==> src/rtl/flash_pkg.sv <==
// Constants shared by the flash status and freeze-lock block.
// Assumes a 125 MHz core clock and an APB master with 32-bit data.
package flash_pkg;
  // APB register byte offsets
  localparam logic [7:0] OFS_REG_VIEW   = 8'h00;
  localparam logic [7:0] OFS_CTRL       = 8'h04;
  localparam logic [7:0] OFS_EVT        = 8'h08;
  localparam logic [7:0] OFS_MASK       = 8'h0C;
  localparam logic [7:0] OFS_PAGE_COUNT = 8'h10;
  // Control register fields
  localparam int CTRL_LANES_LO = 0;
  localparam int CTRL_DDR      = 2;
  localparam int CTRL_QPI      = 3;
  localparam logic [3:0] CTRL_RESET = 4'h0;
  // Lane width codes
  localparam logic [1:0] LANES_ONE  = 2'h0;
  localparam logic [1:0] LANES_TWO  = 2'h1;
  localparam logic [1:0] LANES_FOUR = 2'h2;
  // Event bits, same layout in the mask
  localparam int EVT_W         = 4;
  localparam int EVT_ERROR     = 0;
  localparam int EVT_OP_DONE   = 1;
  localparam int EVT_CLEARED   = 2;
  localparam int EVT_OTP_REFUSE = 3;
  // Serial opcodes
  localparam logic [7:0] OPC_REG_WRITE = 8'h01;
  localparam logic [7:0] OPC_PROGRAM   = 8'h02;
  localparam logic [7:0] OPC_RD_STATUS = 8'h05;
  localparam logic [7:0] OPC_CLR_STAT  = 8'h30;
  localparam logic [7:0] OPC_OTP_PROG  = 8'h42;
  localparam logic [7:0] OPC_ERASE     = 8'hD8;
  // Status one fields
  localparam int SR_WIP   = 0;
  localparam int SR_BP_LO = 2;
  localparam int SR_BP_HI = 4;
  localparam int SR_E_ERR = 5;
  localparam int SR_P_ERR = 6;
  // Config one fields
  localparam int CR_FREEZE = 0;
  localparam int CR_TBPARM = 2;
  localparam int CR_BPNV   = 3;
  localparam int CR_TBPROT = 5;
  localparam logic [7:0] CR_LOCK_MASK = 8'h2C;
  localparam logic [7:0] SR_NV_RESET  = 8'h00;
  localparam logic [7:0] CR_NV_RESET  = 8'h00;
  localparam logic [2:0] BP_NONE      = 3'h0;
  localparam logic [2:0] BP_ALL       = 3'h7;
  // Serial framing
  localparam logic [5:0] BITS_BYTE = 6'h08;
  localparam logic [5:0] BITS_ADDR = 6'h18;
  localparam int ADDR_W   = 24;
  localparam int SECT_LO  = 16;
  localparam int SECT_HI  = 22;
  localparam logic [7:0] SECTORS = 8'h80;
  localparam logic [9:0] PAGE_MAX = 10'h200;
  // Pin vector layout: sck, cs_n, reset_n, io[3:0]
  localparam int PIN_W = 7;
  // Idle pin levels: clock low, select high, reset pin released
  localparam logic [6:0] PIN_RESET = 7'h30;
  typedef enum logic [5:0] {
    ST_IDLE = 6'h01,
    ST_CMD  = 6'h02,
    ST_ADDR = 6'h04,
    ST_DIN  = 6'h08,
    ST_DOUT = 6'h10,
    ST_DONE = 6'h20
  } spi_state_t;
endpackage : flash_pkg

==> src/rtl/flash_error_status_freeze_lock.sv <==
// Serial flash status, error and freeze-lock logic with APB view.
// Assumes serial pins asynchronous to core_clk; array_fail on core_clk.
`timescale 1ns/10ps
module flash_error_status_freeze_lock
  import flash_pkg::*;
#(
  parameter int OP_CYCLES = 256
) (
  // Clock and reset
  input  wire logic        core_clk,
  input  wire logic        rstn,
  // APB slave
  input  wire logic        psel,
  input  wire logic        penable,
  input  wire logic        pwrite,
  input  wire logic [7:0]  paddr,
  input  wire logic [31:0] pwdata,
  output logic      [31:0] prdata,
  output logic             pready,
  output logic             pslverr,
  // Serial pins
  input  wire logic        sck,
  input  wire logic        cs_n,
  input  wire logic        reset_n,
  input  wire logic [3:0]  io_in,
  output logic      [3:0]  io_out,
  output logic      [3:0]  io_oe_n,
  // Array side
  input  wire logic        array_fail,
  output logic             op_done,
  // Interrupt
  output logic             irq
);
  import flash_pkg::*;

  logic [PIN_W-1:0] pins_s;
  logic        sck_d_ff, cs_d_ff;
  logic        sck_rise, sck_fall, cs_start, cs_end, hw_rst;
  spi_state_t  state_ff, nxt_state;
  logic [7:0]  kind_ff;
  logic [31:0] sh_ff, nxt_sh;
  logic [5:0]  cnt_ff, nxt_cnt;
  logic [ADDR_W-1:0] addr_ff;
  logic [9:0]  byte_cnt_ff;
  logic [7:0]  dbyte0_ff, dbyte1_ff;
  logic [7:0]  out_sh_ff;
  logic [3:0]  ctrl_ff;
  logic [1:0]  lanes;
  logic        ddr_act, take, out_edge, byte_done;
  logic        wip_ff, p_err_ff, e_err_ff;
  logic        busy_ff, is_erase_ff;
  logic [15:0] op_cnt_ff;
  logic [7:0]  sr_nv, cr_nv, cr_v, sr_v;
  logic [2:0]  bp_v;
  logic        exec, do_sr, do_cr, do_clr, start_op, otp_refuse, prot_hit;
  logic        err_now, op_end, freeze;
  logic [7:0]  prot_n, sect;
  logic [EVT_W-1:0] evt_ff, mask_ff, evt_in;
  logic        op_done_ff, irq_ff, pready_ff, pslverr_ff;
  logic [31:0] prdata_ff;
  logic [3:0]  io_out_ff, io_oe_n_ff;
  logic        apb_wr;
  logic        skip_ff;

  pin_sync #(.W(PIN_W), .RST_V(PIN_RESET)) u_pins (
    .core_clk (core_clk),
    .rstn     (rstn),
    .pin_in   ({sck, cs_n, reset_n, io_in}),
    .level_ff (pins_s)
  );

  always_ff @(posedge core_clk or negedge rstn)
  begin
    if (!rstn)
    begin
      sck_d_ff <= 1'b0;
      cs_d_ff  <= 1'b1;
    end
    else
    begin
      sck_d_ff <= pins_s[6];
      cs_d_ff  <= pins_s[5];
    end
  end

  assign sck_rise = pins_s[6] & ~sck_d_ff;
  assign sck_fall = ~pins_s[6] & sck_d_ff;
  assign cs_start = cs_d_ff & ~pins_s[5];
  assign cs_end   = ~cs_d_ff & pins_s[5];
  assign hw_rst   = ~pins_s[4];
  assign freeze   = cr_v[CR_FREEZE];

  assign lanes   = (state_ff == ST_CMD) ? (ctrl_ff[CTRL_QPI] ? LANES_FOUR : LANES_ONE)
                                        : ctrl_ff[CTRL_LANES_LO +: 2];
  assign ddr_act = ctrl_ff[CTRL_DDR] && (lanes == LANES_FOUR) && (state_ff != ST_CMD);
  assign take    = ((state_ff == ST_CMD) || (state_ff == ST_ADDR) || (state_ff == ST_DIN))
                   && (sck_rise || (ddr_act && sck_fall));
  assign out_edge = (state_ff == ST_DOUT) && (sck_fall || (ddr_act && sck_rise));

  always_comb
  begin
    nxt_sh  = sh_ff;
    nxt_cnt = cnt_ff;
    if (take)
    begin
      case (lanes)
        LANES_TWO:  begin nxt_sh = {sh_ff[29:0], pins_s[1:0]}; nxt_cnt = cnt_ff + 6'h02; end
        LANES_FOUR: begin nxt_sh = {sh_ff[27:0], pins_s[3:0]}; nxt_cnt = cnt_ff + 6'h04; end
        default:    begin nxt_sh = {sh_ff[30:0], pins_s[0]};   nxt_cnt = cnt_ff + 6'h01; end
      endcase
    end
  end
  assign byte_done = take && (nxt_cnt == BITS_BYTE);

  always_comb
  begin
    nxt_state = state_ff;
    case (state_ff)
      ST_IDLE: if (cs_start) nxt_state = ST_CMD;
      ST_CMD:
        if (byte_done)
        begin
          case (nxt_sh[7:0])
            OPC_RD_STATUS: nxt_state = ST_DOUT;
            OPC_CLR_STAT:  nxt_state = ST_DONE;
            OPC_REG_WRITE: nxt_state = wip_ff ? ST_DONE : ST_DIN;
            OPC_PROGRAM, OPC_ERASE, OPC_OTP_PROG:
              nxt_state = wip_ff ? ST_DONE : ST_ADDR;
            default:       nxt_state = ST_DONE;
          endcase
        end
      ST_ADDR:
        if (take && nxt_cnt == BITS_ADDR)
          nxt_state = (kind_ff == OPC_ERASE) ? ST_DONE : ST_DIN;
      ST_DIN, ST_DOUT, ST_DONE: nxt_state = state_ff;
      default: nxt_state = ST_IDLE;
    endcase
    if (cs_end || hw_rst)
      nxt_state = ST_IDLE;
  end

  always_ff @(posedge core_clk or negedge rstn)
  begin
    if (!rstn)
      state_ff <= ST_IDLE;
    else
      state_ff <= nxt_state;
  end

  always_ff @(posedge core_clk or negedge rstn)
  begin
    if (!rstn)
    begin
      sh_ff   <= '0;
      cnt_ff  <= '0;
      kind_ff <= '0;
      addr_ff <= '0;
    end
    else if (state_ff == ST_IDLE)
    begin
      cnt_ff  <= '0;
      kind_ff <= '0;
    end
    else
    begin
      sh_ff  <= nxt_sh;
      cnt_ff <= (byte_done && state_ff != ST_ADDR) ? '0 : nxt_cnt;
      if (state_ff == ST_CMD && byte_done)
        kind_ff <= nxt_sh[7:0];
      if (state_ff == ST_ADDR && take && nxt_cnt == BITS_ADDR)
      begin
        addr_ff <= nxt_sh[ADDR_W-1:0];
        cnt_ff  <= '0;
      end
    end
  end

  // count page bytes, capped at the buffer size
  always_ff @(posedge core_clk or negedge rstn)
  begin
    if (!rstn)
    begin
      byte_cnt_ff <= '0;
      dbyte0_ff   <= '0;
      dbyte1_ff   <= '0;
    end
    else if (cs_start)
      byte_cnt_ff <= '0;
    else if (state_ff == ST_DIN && byte_done)
    begin
      if (byte_cnt_ff == '0)
        dbyte0_ff <= nxt_sh[7:0];
      if (byte_cnt_ff == 10'h001)
        dbyte1_ff <= nxt_sh[7:0];
      if (byte_cnt_ff != PAGE_MAX)
        byte_cnt_ff <= byte_cnt_ff + 10'h001;
    end
  end

  // Commands act only when the host ends the frame
  assign exec     = cs_end && !hw_rst;
  assign do_sr    = exec && kind_ff == OPC_REG_WRITE && state_ff == ST_DIN
                    && byte_cnt_ff != '0;
  assign do_cr    = do_sr && byte_cnt_ff >= 10'h002;
  assign do_clr   = exec && kind_ff == OPC_CLR_STAT;
  assign otp_refuse = exec && kind_ff == OPC_OTP_PROG && state_ff == ST_DIN && freeze;
  assign start_op = exec && !otp_refuse && (
                    (kind_ff == OPC_ERASE && state_ff == ST_DONE && cnt_ff == '0
                     && addr_ff != '1) ||
                    ((kind_ff == OPC_PROGRAM || kind_ff == OPC_OTP_PROG)
                     && state_ff == ST_DIN && byte_cnt_ff != '0));

  // Protected range grows from the top, or bottom with origin select
  assign sect   = {1'b0, addr_ff[SECT_HI:SECT_LO]};
  assign prot_n = (bp_v == BP_NONE) ? 8'h00 :
                  (bp_v == BP_ALL)  ? SECTORS : (8'h01 << (bp_v - 3'h1));
  assign prot_hit = (kind_ff != OPC_OTP_PROG) &&
                    (cr_nv[CR_TBPROT] ? (sect < prot_n) : (sect >= SECTORS - prot_n));

  assign op_end  = busy_ff && op_cnt_ff == 16'(OP_CYCLES - 1);
  // protected target or internal failure is an error
  assign err_now = (start_op && prot_hit) || (op_end && array_fail);

  always_ff @(posedge core_clk or negedge rstn)
  begin
    if (!rstn)
    begin
      busy_ff     <= 1'b0;
      is_erase_ff <= 1'b0;
      op_cnt_ff   <= '0;
      op_done_ff  <= 1'b0;
    end
    else
    begin
      op_done_ff <= 1'b0;
      if (hw_rst)
        busy_ff <= 1'b0;
      else if (start_op)
      begin
        busy_ff     <= !prot_hit;
        is_erase_ff <= kind_ff == OPC_ERASE;
        op_cnt_ff   <= '0;
      end
      else if (op_end)
      begin
        busy_ff    <= 1'b0;
        op_done_ff <= !array_fail;
      end
      else if (busy_ff)
        op_cnt_ff <= op_cnt_ff + 16'h0001;
    end
  end

  // flags hold until clear-status or reset pin
  always_ff @(posedge core_clk or negedge rstn)
  begin
    if (!rstn)
    begin
      wip_ff   <= 1'b0;
      p_err_ff <= 1'b0;
      e_err_ff <= 1'b0;
    end
    else if (hw_rst)
    begin
      wip_ff   <= 1'b0;
      p_err_ff <= 1'b0;
      e_err_ff <= 1'b0;
    end
    else if (err_now)
    begin
      wip_ff <= 1'b1;
      if ((start_op ? kind_ff == OPC_ERASE : is_erase_ff))
        e_err_ff <= 1'b1;
      else
        p_err_ff <= 1'b1;
    end
    else if (start_op)
      wip_ff <= 1'b1;
    else if (op_end)
      wip_ff <= 1'b0;
    else if (do_clr && (p_err_ff || e_err_ff))
    begin
      wip_ff   <= 1'b0;
      p_err_ff <= 1'b0;
      e_err_ff <= 1'b0;
    end
  end

  lock_reg #(.W(8), .RST_V(SR_NV_RESET)) u_sr_nv (
    .core_clk  (core_clk),
    .rstn      (rstn),
    .load_en   (1'b0),
    .load_val  (8'h00),
    .wr_en     (do_sr),
    .wdata     (dbyte0_ff),
    .lock_mask ({3'h0, {3{freeze}}, 2'h3})
  , .q_ff      (sr_nv)
  );
  lock_reg #(.W(3), .RST_V(SR_NV_RESET[SR_BP_HI:SR_BP_LO])) u_bp_v (
    .core_clk  (core_clk),
    .rstn      (rstn),
    .load_en   (hw_rst),
    .load_val  (sr_nv[SR_BP_HI:SR_BP_LO]),
    .wr_en     (do_sr),
    .wdata     (dbyte0_ff[SR_BP_HI:SR_BP_LO]),
    .lock_mask ({3{freeze}}),
    .q_ff      (bp_v)
  );
  // config bits 2, 3 and 5 locked by freeze
  lock_reg #(.W(8), .RST_V(CR_NV_RESET)) u_cr_nv (
    .core_clk  (core_clk),
    .rstn      (rstn),
    .load_en   (1'b0),
    .load_val  (8'h00),
    .wr_en     (do_cr),
    .wdata     ({dbyte1_ff[7:1], 1'b0}),
    .lock_mask (freeze ? CR_LOCK_MASK : 8'h00)
  , .q_ff      (cr_nv)
  );
  // Freeze itself cannot be cleared except by reset
  lock_reg #(.W(8), .RST_V(CR_NV_RESET)) u_cr_v (
    .core_clk  (core_clk),
    .rstn      (rstn),
    .load_en   (hw_rst),
    .load_val  ({cr_nv[7:1], 1'b0}),
    .wr_en     (do_cr),
    .wdata     (dbyte1_ff),
    .lock_mask (freeze ? (CR_LOCK_MASK | 8'h01) : 8'h00),
    .q_ff      (cr_v)
  );

  always_comb
  begin
    sr_v = sr_nv;
    sr_v[SR_WIP] = wip_ff;
    sr_v[SR_BP_HI:SR_BP_LO] = bp_v;
    sr_v[SR_E_ERR] = e_err_ff;
    sr_v[SR_P_ERR] = p_err_ff;
  end

  // status read out: enables and first bits follow the opcode lanes (one or four), later bits the lane field
  always_ff @(posedge core_clk or negedge rstn)
  begin
    if (!rstn)
    begin
      out_sh_ff  <= '0;
      io_out_ff  <= '0;
      io_oe_n_ff <= 4'hF;
      skip_ff    <= 1'b0;
    end
    else if (state_ff != ST_DOUT)
    begin
      out_sh_ff  <= sr_v;
      io_oe_n_ff <= 4'hF;
      // Falling edge ending the opcode must not move the first bit
      skip_ff    <= 1'b1;
      if (nxt_state == ST_DOUT)
      begin
        case (lanes)
          LANES_TWO:  begin io_out_ff <= {2'h0, sr_v[7:6]};      io_oe_n_ff <= 4'hC; end
          LANES_FOUR: begin io_out_ff <= sr_v[7:4];              io_oe_n_ff <= 4'h0; end
          default:    begin io_out_ff <= {2'h0, sr_v[7], 1'b0};  io_oe_n_ff <= 4'hD; end
        endcase
        out_sh_ff <= sr_v;
      end
    end
    else if (out_edge && skip_ff)
      skip_ff <= 1'b0;
    else if (out_edge)
    begin
      case (lanes)
        LANES_TWO:
        begin
          io_out_ff <= {2'h0, (out_sh_ff[5:0] == 6'h0 && 1'b0) ? 2'h0 : out_sh_ff[5:4]};
          out_sh_ff <= (out_sh_ff[3:0] == 4'h0 && 1'b0) ? sr_v : {out_sh_ff[5:0], 2'h0};
        end
        LANES_FOUR:
        begin
          io_out_ff <= out_sh_ff[3:0];
          out_sh_ff <= {out_sh_ff[3:0], 4'h0};
        end
        default:
        begin
          io_out_ff <= {2'h0, out_sh_ff[6], 1'b0};
          out_sh_ff <= {out_sh_ff[6:0], 1'b0};
        end
      endcase
    end
  end

  // APB: one access cycle, registered answer
  assign apb_wr = psel && penable && pready_ff && pwrite;
  assign evt_in = {otp_refuse, do_clr, op_done_ff, err_now};

  always_ff @(posedge core_clk or negedge rstn)
  begin
    if (!rstn)
    begin
      pready_ff  <= 1'b0;
      pslverr_ff <= 1'b0;
      prdata_ff  <= '0;
    end
    else
    begin
      pready_ff  <= psel && !penable;
      pslverr_ff <= psel && !penable && !(paddr == OFS_REG_VIEW || paddr == OFS_CTRL ||
                    paddr == OFS_EVT || paddr == OFS_MASK || paddr == OFS_PAGE_COUNT);
      prdata_ff  <= '0;
      if (psel && !penable && !pwrite)
      begin
        case (paddr)
          OFS_REG_VIEW:   prdata_ff <= {cr_nv, cr_v, sr_nv, sr_v};
          OFS_CTRL:       prdata_ff <= {28'h0, ctrl_ff};
          OFS_EVT:        prdata_ff <= {28'h0, evt_ff};
          OFS_MASK:       prdata_ff <= {28'h0, mask_ff};
          OFS_PAGE_COUNT: prdata_ff <= {22'h0, byte_cnt_ff};
          default:        prdata_ff <= '0;
        endcase
      end
    end
  end

  always_ff @(posedge core_clk or negedge rstn)
  begin
    if (!rstn)
    begin
      ctrl_ff <= CTRL_RESET;
      mask_ff <= '0;
    end
    else if (apb_wr && paddr == OFS_CTRL)
      ctrl_ff <= pwdata[3:0];
    else if (apb_wr && paddr == OFS_MASK)
      mask_ff <= pwdata[EVT_W-1:0];
  end

  // New events win over a same-cycle write-one clear
  always_ff @(posedge core_clk or negedge rstn)
  begin
    if (!rstn)
    begin
      evt_ff <= '0;
      irq_ff <= 1'b0;
    end
    else
    begin
      evt_ff <= (evt_ff & ~((apb_wr && paddr == OFS_EVT) ? pwdata[EVT_W-1:0] : '0)) | evt_in;
      irq_ff <= |(evt_ff & mask_ff);
    end
  end

  assign prdata  = prdata_ff;
  assign pready  = pready_ff;
  assign pslverr = pslverr_ff;
  assign io_out  = io_out_ff;
  assign io_oe_n = io_oe_n_ff;
  assign op_done = op_done_ff;
  assign irq     = irq_ff;
endmodule : flash_error_status_freeze_lock

==> src/rtl/lock_reg.sv <==
// Register with per-bit write lock and a reload path.
// Assumes the caller accepts that reload always takes priority over write.
`timescale 1ns/10ps
module lock_reg #(
  parameter int           W     = 8,
  parameter logic [W-1:0] RST_V = '0
) (
  // Clock and reset
  input  wire logic         core_clk,
  input  wire logic         rstn,
  // Reload beats write
  input  wire logic         load_en,
  input  wire logic [W-1:0] load_val,
  // Write with locked bits
  input  wire logic         wr_en,
  input  wire logic [W-1:0] wdata,
  input  wire logic [W-1:0] lock_mask,
  output logic      [W-1:0] q_ff
);
  always_ff @(posedge core_clk or negedge rstn)
  begin
    if (!rstn)
      q_ff <= RST_V;
    else if (load_en)
      q_ff <= load_val;
    else if (wr_en)
      // Locked bits keep their value, the rest update
      q_ff <= (q_ff & lock_mask) | (wdata & ~lock_mask);
  end
endmodule : lock_reg

==> src/rtl/pin_sync.sv <==
// Three-stage pin synchroniser with agreement filter.
// Assumes inputs are asynchronous to the clock.
`timescale 1ns/10ps
module pin_sync #(
  parameter int          W     = 1,
  parameter logic [W-1:0] RST_V = '0
) (
  // Clock and reset
  input  wire logic         core_clk,
  input  wire logic         rstn,
  // Pins in, filtered level out
  input  wire logic [W-1:0] pin_in,
  output logic      [W-1:0] level_ff
);
  logic [W-1:0] s1_ff;
  logic [W-1:0] s2_ff;
  logic [W-1:0] s3_ff;

  always_ff @(posedge core_clk or negedge rstn)
  begin
    if (!rstn)
    begin
      s1_ff    <= RST_V;
      s2_ff    <= RST_V;
      s3_ff    <= RST_V;
      level_ff <= RST_V;
    end
    else
    begin
      s1_ff <= pin_in;
      s2_ff <= s1_ff;
      s3_ff <= s2_ff;
      // Change counts only once stages two and three agree
      for (int i = 0; i < W; i++)
      begin
        if (s2_ff[i] == s3_ff[i])
          level_ff[i] <= s3_ff[i];
      end
    end
  end
endmodule : pin_sync

==> config.mk <==
export PLATFORM = sky130hd
export DESIGN_NAME = flash_error_status_freeze_lock
export DESIGN_NICKNAME = d
export VERILOG_FILES = /design/src/rtl/flash_pkg.sv /design/src/rtl/flash_error_status_freeze_lock.sv /design/src/rtl/lock_reg.sv /design/src/rtl/pin_sync.sv
export SDC_FILE = /design/constraint.sdc
export NUM_CORES = 1
export LEC_CHECK = 0
export BUFFER_PORTS_ARGS = -buffer_cell sky130_fd_sc_hd__buf_2
export CORE_ASPECT_RATIO = 1.2
export CORE_MARGIN = 8
export CORE_UTILIZATION = 40
export DETAILED_ROUTE_END_ITERATION = 12
export PLACE_DENSITY_LB_ADDON = 0.1
export SYNTH_ARGS = -nofsm -noshare
export SYNTH_HDL_FRONTEND = slang
export SYNTH_HIERARCHICAL = 1
export SYNTH_SLANG_ARGS = --single-unit
==> constraint.sdc <==
create_clock -name core_clk -period 4.5 [get_ports core_clk]
set_clock_uncertainty 0.05 [all_clocks]
set_input_delay 0.225 -clock core_clk [delete_from_list [all_inputs] [get_ports core_clk]]
set_output_delay 0.225 -clock core_clk [all_outputs]
set_load 0.005 [all_outputs]
==> metrics.txt, run 1 <==
RR Startpoint state_ff[2]; leak pwr 6.552 nW; Yosys reg bits 235; number of I/O port buffers 68; ANT cells 0; maximum vdd drop 289.3 uV; largest net degree at the start of global routing 117; core area 30480 um2; share of layout cells above drive strength 1 0.2172; # rows 70; initial antenna violation count 0; die width 176.4 um; worst path cell trace nor4_1, buf_4, nand2_1, mux2_2, ha_1, mux2i_1, o2bb2ai_1, or4b_1, or4_1, buf_4, nor3_1, buf_4, nand3_2, mux2_2; Initial Utilization 0.4053; global-route wire length before repair 50300 um; TritonCTS Buffers 27; Setup CP Type reg -> reg; setup violators final 0; Seq/Total Area, Yosys 0.4773; CP max stage delay 540 ps; Worst-path clk slew 60 ps; later-pin clock latency in the skew report 540 ps; Final Max Tran Viols 0; unique cell type count in the Yosys netlist 79; PostCTS Resize Cnt 0; CP endpoint kind register; Compound-Gate Fraction of Synth Area 0.1487; Clock Path Buffers 3; Ports 97; GR Overflow Total 0; DR vias 9102; unrepaired setup endpoints after global routing false; die height 208.5 um; predominant post-synthesis flop cell dfrtp_1; H-tree depth 1; status finished, final reports clean; number of synthesized flops with an enable pin 0; fillers 2888; via/cell ratio 5.243; Hold WC Path Type in -> reg; cell mode on critical path buf_4; Post-Synth XOR/XNOR Area 0.01914; WP buf/inv 3; # DRC 0; Max-Cap Viols 0; post-layout min period 4239 ps; Worst Tran Pin Value 869.4 ps; Slowest cell on crit path or4_1; Synth Area in Adders 0.03555; simple-gate portion of the synthesized area 0.2007; Syn Area/Cell 10.57 um2; CTS root buffer clkbuf_16; Pwr Density 341.6 nW/um2; crit path DAT 4610 ps; DR pass1 iterations 5; Worst Setup SP state_ff[2]; Final Hold Viols 0; Async SR Flop Fraction 1.000; starting DRC count in detailed routing 560; final period utilization 0.9420; overall power 4.960 mW; nets@finish 1400; Die Area 36790 um2; synthesized instance count 1169; RePlAce Congestion 0.8613; TNS Setup 0 ps; CTS tree yes; DR WL/cell 17.52 um; GRT Resource Usage Total 0.1665; Worst EP required 4870 ps; area delta synth->final 17.54%; Num Clock Sinks 235; CP max FO 8; post-route ant nets 0; routed wire length 30420 um; fmax 235.9 MHz; multiplexer share of the synthesized area 0.07261; Syn. warnings 6; cell family with most CP delay simple AND/OR/NAND/NOR gates; vias in the first global route 9367; main combinational cell family by area after synthesis simple AND/OR/NAND/NOR gates; startpoint types register; mapped cell area 12350 um2; hpwl dp 21470 um; max_slew headroom 0.4204; Hold Crit Start penable
## routing by layer
layer / up-vias / global-route usage / part of all wire
met5: - / 0 / 0
met4: 0 / 0.05080 / 0.023
met3: 40 / 0.02536 / 0.039
met2: 148 / 0.2774 / 0.48
met1: 4466 / 0.2192 / 0.46
li1: 4448 / - / -
## cells in the mapped netlist (all sizes together) (14+ instances only)
master | number | share of area
a21oi | 39 | 0.016
a221o | 23 | 0.019
and2 | 24 | 0.012
buf | 23 | 0.016
clkbuf | 39 | 0.012
dfrtp | 222 | 0.45
ha | 28 | 0.028
inv | 57 | 0.017
mux2 | 59 | 0.058
mux2i | 18 | 0.015
nand2 | 126 | 0.038
nand3 | 25 | 0.011
nand4bb | 28 | 0.027
nor2 | 89 | 0.027
nor2b | 38 | 0.030
nor3 | 16 | 0.0069
o21ai | 79 | 0.032
o311ai | 28 | 0.034
xnor2 | 14 | 0.0099
## tightest hold or removal path: cells and delay by family
kind	cells	cell delay (ps)
AO/OA/AOI/OAI	1	60
AND/OR/NAND/NOR	3	300
buffers and inverters	1	90
## cell type report
type	instances	area, um2	share of cell area
Timing Repair Buffer	127	873.3	0.06014
Multi-Input combinational cell	871	6123	0.4217
Clock buffer	38	777.0	0.05351
Tap cell	396	495.5	0.03412
Sequential cell	235	5897	0.4061
Inverter	57	214.0	0.01473
Clock inverter	12	141.4	0.009736
## where the power goes
part / internal, mW / switching [mW]
clock: 1.37 / 0.883
combinational: 0.186 / 0.292
sequential: 2.18 / 0.0511
## cell usage in the layout, fill, tap and decap left out, types with 7 or more instances in the layout
| cell type | synthesis | final |
|---|---|---|
| clkinv_2 | 0 | 7 |
| mux2_4 | 14 | 14 |
| xnor2_1 | 14 | 14 |
| a221o_1 | 23 | 23 |
| clkbuf_16 | 0 | 27 |
| a21oi_1 | 39 | 39 |
| mux2_2 | 45 | 45 |
| a211oi_1 | 8 | 7 |
| nand3_1 | 23 | 23 |
| dfrtp_1 | 222 | 222 |
| o311ai_2 | 24 | 24 |
| inv_1 | 57 | 57 |
| nor2b_1 | 20 | 20 |
| nor3_1 | 15 | 15 |
| and3_1 | 12 | 12 |
| nand4_1 | 13 | 13 |
| mux2i_1 | 18 | 18 |
| a22oi_1 | 12 | 12 |
| maj3_2 | 7 | 7 |
| xor2_1 | 13 | 13 |
| or3_1 | 9 | 9 |
| nor2_1 | 89 | 89 |
| nand4bb_1 | 25 | 25 |
| buf_4 | 1 | 39 |
| ha_1 | 28 | 28 |
| nor4_1 | 13 | 13 |
| dlygate4sd3_1 | 0 | 17 |
| nor2b_4 | 18 | 18 |
| and2_1 | 23 | 23 |
| nand2_1 | 126 | 126 |
| dfstp_2 | 13 | 13 |
| nand2b_1 | 7 | 7 |
| buf_2 | 7 | 67 |
| or4_1 | 10 | 10 |
| o21ai_0 | 79 | 79 |
| conb_1 | 2 | 58 |
## path summary, 6_finish.rpt
check / to / slack (ps) / cells past startpoint
worst max register to register: dbyte1_ff[2] / 260 / 14
worst min register to register: u_pins/s2_ff[6] / 300 / 0
max in group asynchronous: io_oe_n[0] / 2970 / 3
min in group asynchronous: asynchronous set/reset pin / 300 / 2
worst min-delay path: prdata[1] / 120 / 5
worst max-delay path: dbyte1_ff[2] / 260 / 14
## kinds of logic (layout without fill, tap and decap cells)
logic type      after synthesis  count (layout)
other cells                   2              58
xor+xnor                     27              27
compound gates              240             240
simple gates                433             433
flops                       235             235
mux                          77              77
buf+inv                     119             234
fa+ha+maj                    36              36
## timing repair
action,4_1_cts,5_1_grt
setup buffers,0,0
hold buffers,17,0
endpoints found under the hold margin,132,0
## stage by stage
stage          cell area [um2]  hold WS, ps  setup WS, ps    util  instances
6_report                 14520        117.4         261.0  0.4764       1736
5_1_grt                  14520        125.0         28.03  0.4764       1736
4_1_cts                  14520        81.35         262.0  0.4764       1736
3_5_place_dp             13430        284.3         306.5  0.4407       1669
3_3_place_gp             13430        283.2         329.2  0.4407       1669
2_1_floorplan            12560       -120.6         142.7       -       1225
Note: power is estimated with default switching activity, not from simulation.
==> inputs of run 2 (changes only) <==
--- a/config.mk
+++ b/config.mk
@@ -5,11 +5,10 @@
 export SDC_FILE = /design/constraint.sdc
 export NUM_CORES = 1
 export LEC_CHECK = 0
-export BUFFER_PORTS_ARGS = -buffer_cell sky130_fd_sc_hd__buf_2
 export CORE_ASPECT_RATIO = 1.2
-export CORE_MARGIN = 8
 export CORE_UTILIZATION = 40
 export DETAILED_ROUTE_END_ITERATION = 12
+export DONT_BUFFER_PORTS = 1
 export PLACE_DENSITY_LB_ADDON = 0.1
 export SYNTH_ARGS = -nofsm -noshare
 export SYNTH_HDL_FRONTEND = slang
==> run 2 against run 1 <==
Effect of this change: the flow now finishes with violations (hold timing); worst hold slack got worse by 780 ps; combinational power down 12%; sequential power about the same; core utilization fell by 0.95 points; non-clock buffer count shrank 63; global-route usage up 3.2 points; cell area fell by 2.3%; largest cell class unchanged; critical endpoint is now io_out[1]; register-to-register slack better by 60 ps; critical path depth unchanged.
==> metrics.txt, run 2 (same netlist as run 1, synthesis figures left out) <==
H-tree depth 1; hpwl dp 20720 um; Inst Count DP 1603; # rows 70; startpoint types register; Die Area 31600 um2; most frequent cells in the layout dfrtp_1, nand2_1, nor2_1; unrepaired setup endpoints after global routing false; hold slack final -661.0 ps; # DRC 0; nets@finish 1336; RePlAce Congestion 0.8581; largest net degree at the start of global routing 236; global-route wire length before repair 49600 um; area delta synth->final 14.87%; non-filler instance count after layout 1670; post-route ant nets 0; Num Clock Sinks 235; CP max FO 15; fmax 239.2 MHz; number of I/O port buffers 0; initial antenna violation count 1; # hold bufs at CTS 20; Clock Path Buffers 3; status complete, but fails checks; GR Overflow Total 0; DR pass1 iterations 4; max_slew headroom 0.4570; DR vias 8790; die height 194.5 um; via/cell ratio 5.263; Hold WC Path Type in -> async; core area 30390 um2; Ports 97; Max-Cap Viols 0; Post-Place Worst Slack 202.3 ps; Final Max Tran Viols 0; final setup margin 318.9 ps; crit path DAT 4560 ps; share of layout cells above drive strength 1 0.1766; fillers 2822; leak pwr 6.236 nW; Final Hold Viols 235; maximum vdd drop 255.6 uV; vias in the first global route 8916; post-layout min period 4181 ps; starting DRC count in detailed routing 509; CTS root buffer clkbuf_16; later-pin clock latency in the skew report 540 ps; DR WL/cell 17.99 um; commonest non-fill, non-tap cell in the layout dfrtp_1; Post-CTS Setup Inserts 0; Worst Tran Pin Value 805.9 ps; Pwr Density 338.6 nW/um2; Worst EP required 4880 ps; CTS tree yes; setup violators final 0; Initial Utilization 0.4065; violated checks hold timing; final period utilization 0.9291; GRT Resource Usage Total 0.1985; CP endpoint kind register; die width 162.4 um; routed wire length 30040 um; ANT cells 0; TNS Setup 0 ps; TritonCTS Buffers 26; Worst-path clk slew 70 ps; Setup CP Type reg -> reg
==> run 2: cell types whose count changed in the layout (fill, tap and decap cells not counted), moves of 2 or more <==
cell / previous run / this run
buf_4: 39 / 41
buf_2: 67 / 0
dlygate4sd3_1: 17 / 20
clkbuf_8: 6 / 4
clkinv_4: 0 / 2
nand3_2: 2 / 0
nand3_4: 0 / 2
==> run 2: power by group <==
group	internal [mW]	total (mW)	switching (mW)
sequential	2.18	2.23	0.0533
clock	1.28	2.15	0.875
combinational	0.176	0.422	0.246
==> run 2: final timing paths <==
kind | start | end | slack (ps) | depth (start not counted)
max in group asynchronous | rstn | u_pins/s3_ff[5] | 4630 | 0
min reg2reg | u_pins/s1_ff[2] | u_pins/s2_ff[2] | 300 | 0
max reg2reg | state_ff[2] | io_out[1] | 320 | 14
min | rstn | addr_ff[19] | -660 | 0
max | state_ff[2] | io_out[1] | 320 | 14
min in group core_clk | paddr[2] | prdata[0] | 40 | 3
==> run 2: layout make-up <==
type | count | area (um2) | share of cell area
repair buffers | 64 | 568.0 | 0.04003
clock buffers | 35 | 745.7 | 0.05255
flip-flops and latches | 235 | 5897 | 0.4155
clock inverters | 12 | 123.9 | 0.008729
inverters | 57 | 214.0 | 0.01508
multi-input cells | 871 | 6147 | 0.4332
well taps | 396 | 495.5 | 0.03491
==> run 2: what timing repair did <==
item	in CTS	in global routing
endpoints found under the hold margin	268	235
resized for setup	0	4
endpoints found under the setup margin	0	16
==> run 2: through the flow <==
step	instance area, um2	total power [mW]	utilization
5_1_grt	14190	5.018	0.4669
4_1_cts	14170	4.888	0.4662
3_3_place_gp	13100	2.668	0.4310
3_5_place_dp	13100	2.672	0.4310
6_report	14190	4.805	0.4669
2_1_floorplan	12560	2.567	-
==> run 2: critical path, stage by stage, from the launching register on <==
cell      delay, ps
dfrtp_1         390
nor4_2          290
buf_4           170
nand2_1          70
mux2_2          290
ha_2            420
buf_12          160
a221oi_1         70
or4b_1          570
or4_1           520
buf_4           190
nor3_2          140
buf_4           260
nand4_1         200
o221a_2         270
==> run 2: routing by layer <==
layer  global-route usage  routed length [um]
met2               0.3284               14570
met1               0.2710               13830
met3              0.02539                1003
met4              0.05590                 620
met5                    0                  17
==> inputs of run 3 (changes only) <==
--- a/config.mk
+++ b/config.mk
@@ -5,6 +5,7 @@
 export SDC_FILE = /design/constraint.sdc
 export NUM_CORES = 1
 export LEC_CHECK = 0
+export ABC_AREA = 1
 export CORE_ASPECT_RATIO = 1.2
 export CORE_UTILIZATION = 40
 export DETAILED_ROUTE_END_ITERATION = 12
==> run 3 against run 2 <==
Effect of this change: sequential power hardly changed; highest routed layer is now met4; clock-buffer cell count increased by 4; critical path type unchanged; the flow still finishes with violations (hold timing); largest cell class is now sequential cells; clock power is 3% higher; cell area decreased by 0.63%; non-clock buffer count is 25 lower; cell count up 25%.
==> metrics.txt, run 3 <==
nets@finish 1748; starting DRC count in detailed routing 474; # hold bufs at CTS 21; GR Layer Usage met1 0.2657; violated checks hold timing; Die Area 32050 um2; Comb power frac 0.112; # DRC 0; core area 30650 um2; leak pwr 6.564 nW; Seq/Total Area, Yosys 0.4705; met2 Track Usage GR 0.3729; final period utilization 0.9045; most frequent cell after synthesis nand2_1; GRT busiest layer met2; largest net degree at the start of global routing 236; status complete, but fails checks; internal cell power 3.726 mW; RePlAce Congestion 0.8600; post-route ant nets 0; met3 Usage GRT 0.02558; die height 195.9 um; Async SR Flop Fraction 1.000; via/cell ratio 4.971; CP endpoint kind register; Setup CP Type reg -> reg; startpoint types register; TritonCTS Buffers 26; synth top area cells dfrtp_1, nand2_1, inv_1, nand3_1, o21ai_0; Hold WC Path Type in -> async; Reg power frac 0.450; share of layout cells above drive strength 1 0.07656; mapped cell area 12530 um2; hpwl dp 22900 um; fillers 3058; hold slack final -668.7 ps; commonest non-fill, non-tap cell in the layout nand2_1; vias in the first global route 10344; die width 163.6 um; number of I/O port buffers 0; TNS Setup 0 ps; Max-Cap Viols 0; crit path DAT 4440 ps; ANT cells 0; Final Hold Viols 235; area delta synth->final 12.50%; Synth top area share 0.4432; predominant post-synthesis flop cell dfrtp_1; Syn. warnings 6; H-tree depth 1; maximum vdd drop 284.4 uV; Switching Fraction 0.2603; Switch Pwr 1.311 mW; fmax 245.7 MHz; later-pin clock latency in the skew report 540 ps; max_slew headroom 0.3544; Yosys reg bits 235; Num Clock Sinks 235; Final Max Tran Viols 0; clock network fraction of design power 0.439; # rows 70; Worst Tran Pin Value 966.0 ps; Ports 97; unrepaired setup endpoints after global routing false; CP max FO 11; DR WL/cell 15.44 um; post-synth top area cell dfrtp_1; post-layout min period 4070 ps; setup violators final 0; number of synthesized flops with an enable pin 0; Clock Path Buffers 3; Worst-path clk slew 60 ps; CTS tree yes; overall power 5.037 mW; CTS root buffer clkbuf_16; Initial Utilization 0.4089; synthesized instance count 1615; Worst EP required 4870 ps; routed wire length 32140 um; Pwr Density 357.2 nW/um2; DR vias 10344; global-route wire length before repair 53560 um; DR pass1 iterations 5; Post-CTS Setup Inserts 0; initial antenna violation count 0; most frequent cells in the layout nand2_1, inv_1, dfrtp_1; Syn Area/Cell 7.761 um2; GR Overflow Total 0; unique cell type count in the Yosys netlist 59; Synth top cells by count nand2_1, inv_1, dfrtp_1, nand3_1, nor2_1; GRT Resource Usage Total 0.2112; post-route design area 14100 um2; Post-DP Area 13010 um2
==> run 3: cell types whose count changed in the layout (fill, tap and decap cells not counted), sizes merged, moves of 38 or more <==
cell	previous run	this run
nand3	25	121
nor2b	38	0
mux2	59	0
inv	58	246
nand2	126	466
o21ai	79	130
==> run 3: final timing paths <==
check                                 from              end  slack, ps  cells past startpoint
max                            state_ff[3]        io_out[3]        430                     20
min                                   rstn        cnt_ff[0]       -670                      0
max reg2reg                    state_ff[3]        io_out[3]        430                     20
min reg2reg                u_pins/s1_ff[1]  u_pins/s2_ff[1]        290                      0
max in group asynchronous             rstn  u_pins/s3_ff[4]       4720                      0
min in group core_clk                 psel        evt_ff[2]         50                      5
==> run 3: final cells by class <==
class                           instances  area [um2]  share of cell area
Clock buffer                           39       770.7             0.05466
Sequential cell                       235        5897              0.4182
Clock inverter                          7       110.1            0.007808
Inverter                              249       943.4             0.06690
Tap cell                              396       495.5             0.03514
Multi-Input combinational cell       1116        5539              0.3928
Timing Repair Buffer                   39       345.3             0.02449
==> run 3: layer usage <==
metal,vias to the layer above,share of wire,wire length (um)
met5,-,0,0
met4,0,0.029,929
met3,49,0.030,957
met2,153,0.50,16050
met1,4840,0.44,14200
li1,5302,-,-
==> run 3: kinds of logic after synthesis <==
family	Yosys count	synth area share
AO/OA/AOI/OAI	246	0.1158
adder cells (fa/ha/maj)	28	0.02795
AND/OR/NAND/NOR	799	0.2807
buffers and inverters	296	0.09812
flip-flops	235	0.4705
XOR/XNOR	8	0.005590
other	2	0.0005991
multiplexers	1	0.0007986
==> run 3: power groups by stage <==
stage / Clock (mW) / Combinational [mW] / Sequential [mW]
after floorplan: 0 / 0.426 / 2.27
after global routing: 2.35 / 0.645 / 2.28
after CTS: 2.28 / 0.560 / 2.26
final: 2.21 / 0.563 / 2.26
after detailed placement: 0 / 0.544 / 2.30
after global placement: 0 / 0.535 / 2.30
==> run 3: what timing repair did <==
item / 4_1_cts / 5_1_grt
hold endpoints to repair: 263 / 235
endpoints found under the setup margin: 0 / 2
gates resized for setup: 0 / 1
==> run 3: per-stage QoR <==
step	hold WS [ps]	cells	util	worst slack [ps]
after global routing	-689.9	2081	0.4600	29.56
after CTS	-687.3	2081	0.4600	393.5
after global placement	-104.3	2014	0.4244	428.4
after detailed placement	-103.0	2014	0.4244	414.3
final	-668.7	2081	0.4600	429.8
after floorplan	-120.6	1647	-	1395
==> run 3: worst max-delay path: stages, from the launching register on <==
cell,delay [ps]
dfrtp_1,430
nor2_2,220
nand4_4,180
inv_1,120
nand2_1,50
o21ai_0,110
ha_1,430
inv_1,190
nor2_1,680
nand2_1,140
o221ai_1,110
o21ai_1,100
buf_4,180
inv_1,100
nand3_1,80
nor2_1,160
nand2_1,140
o21ai_4,230
nand2_2,110
nand2_1,80
nand2_1,40
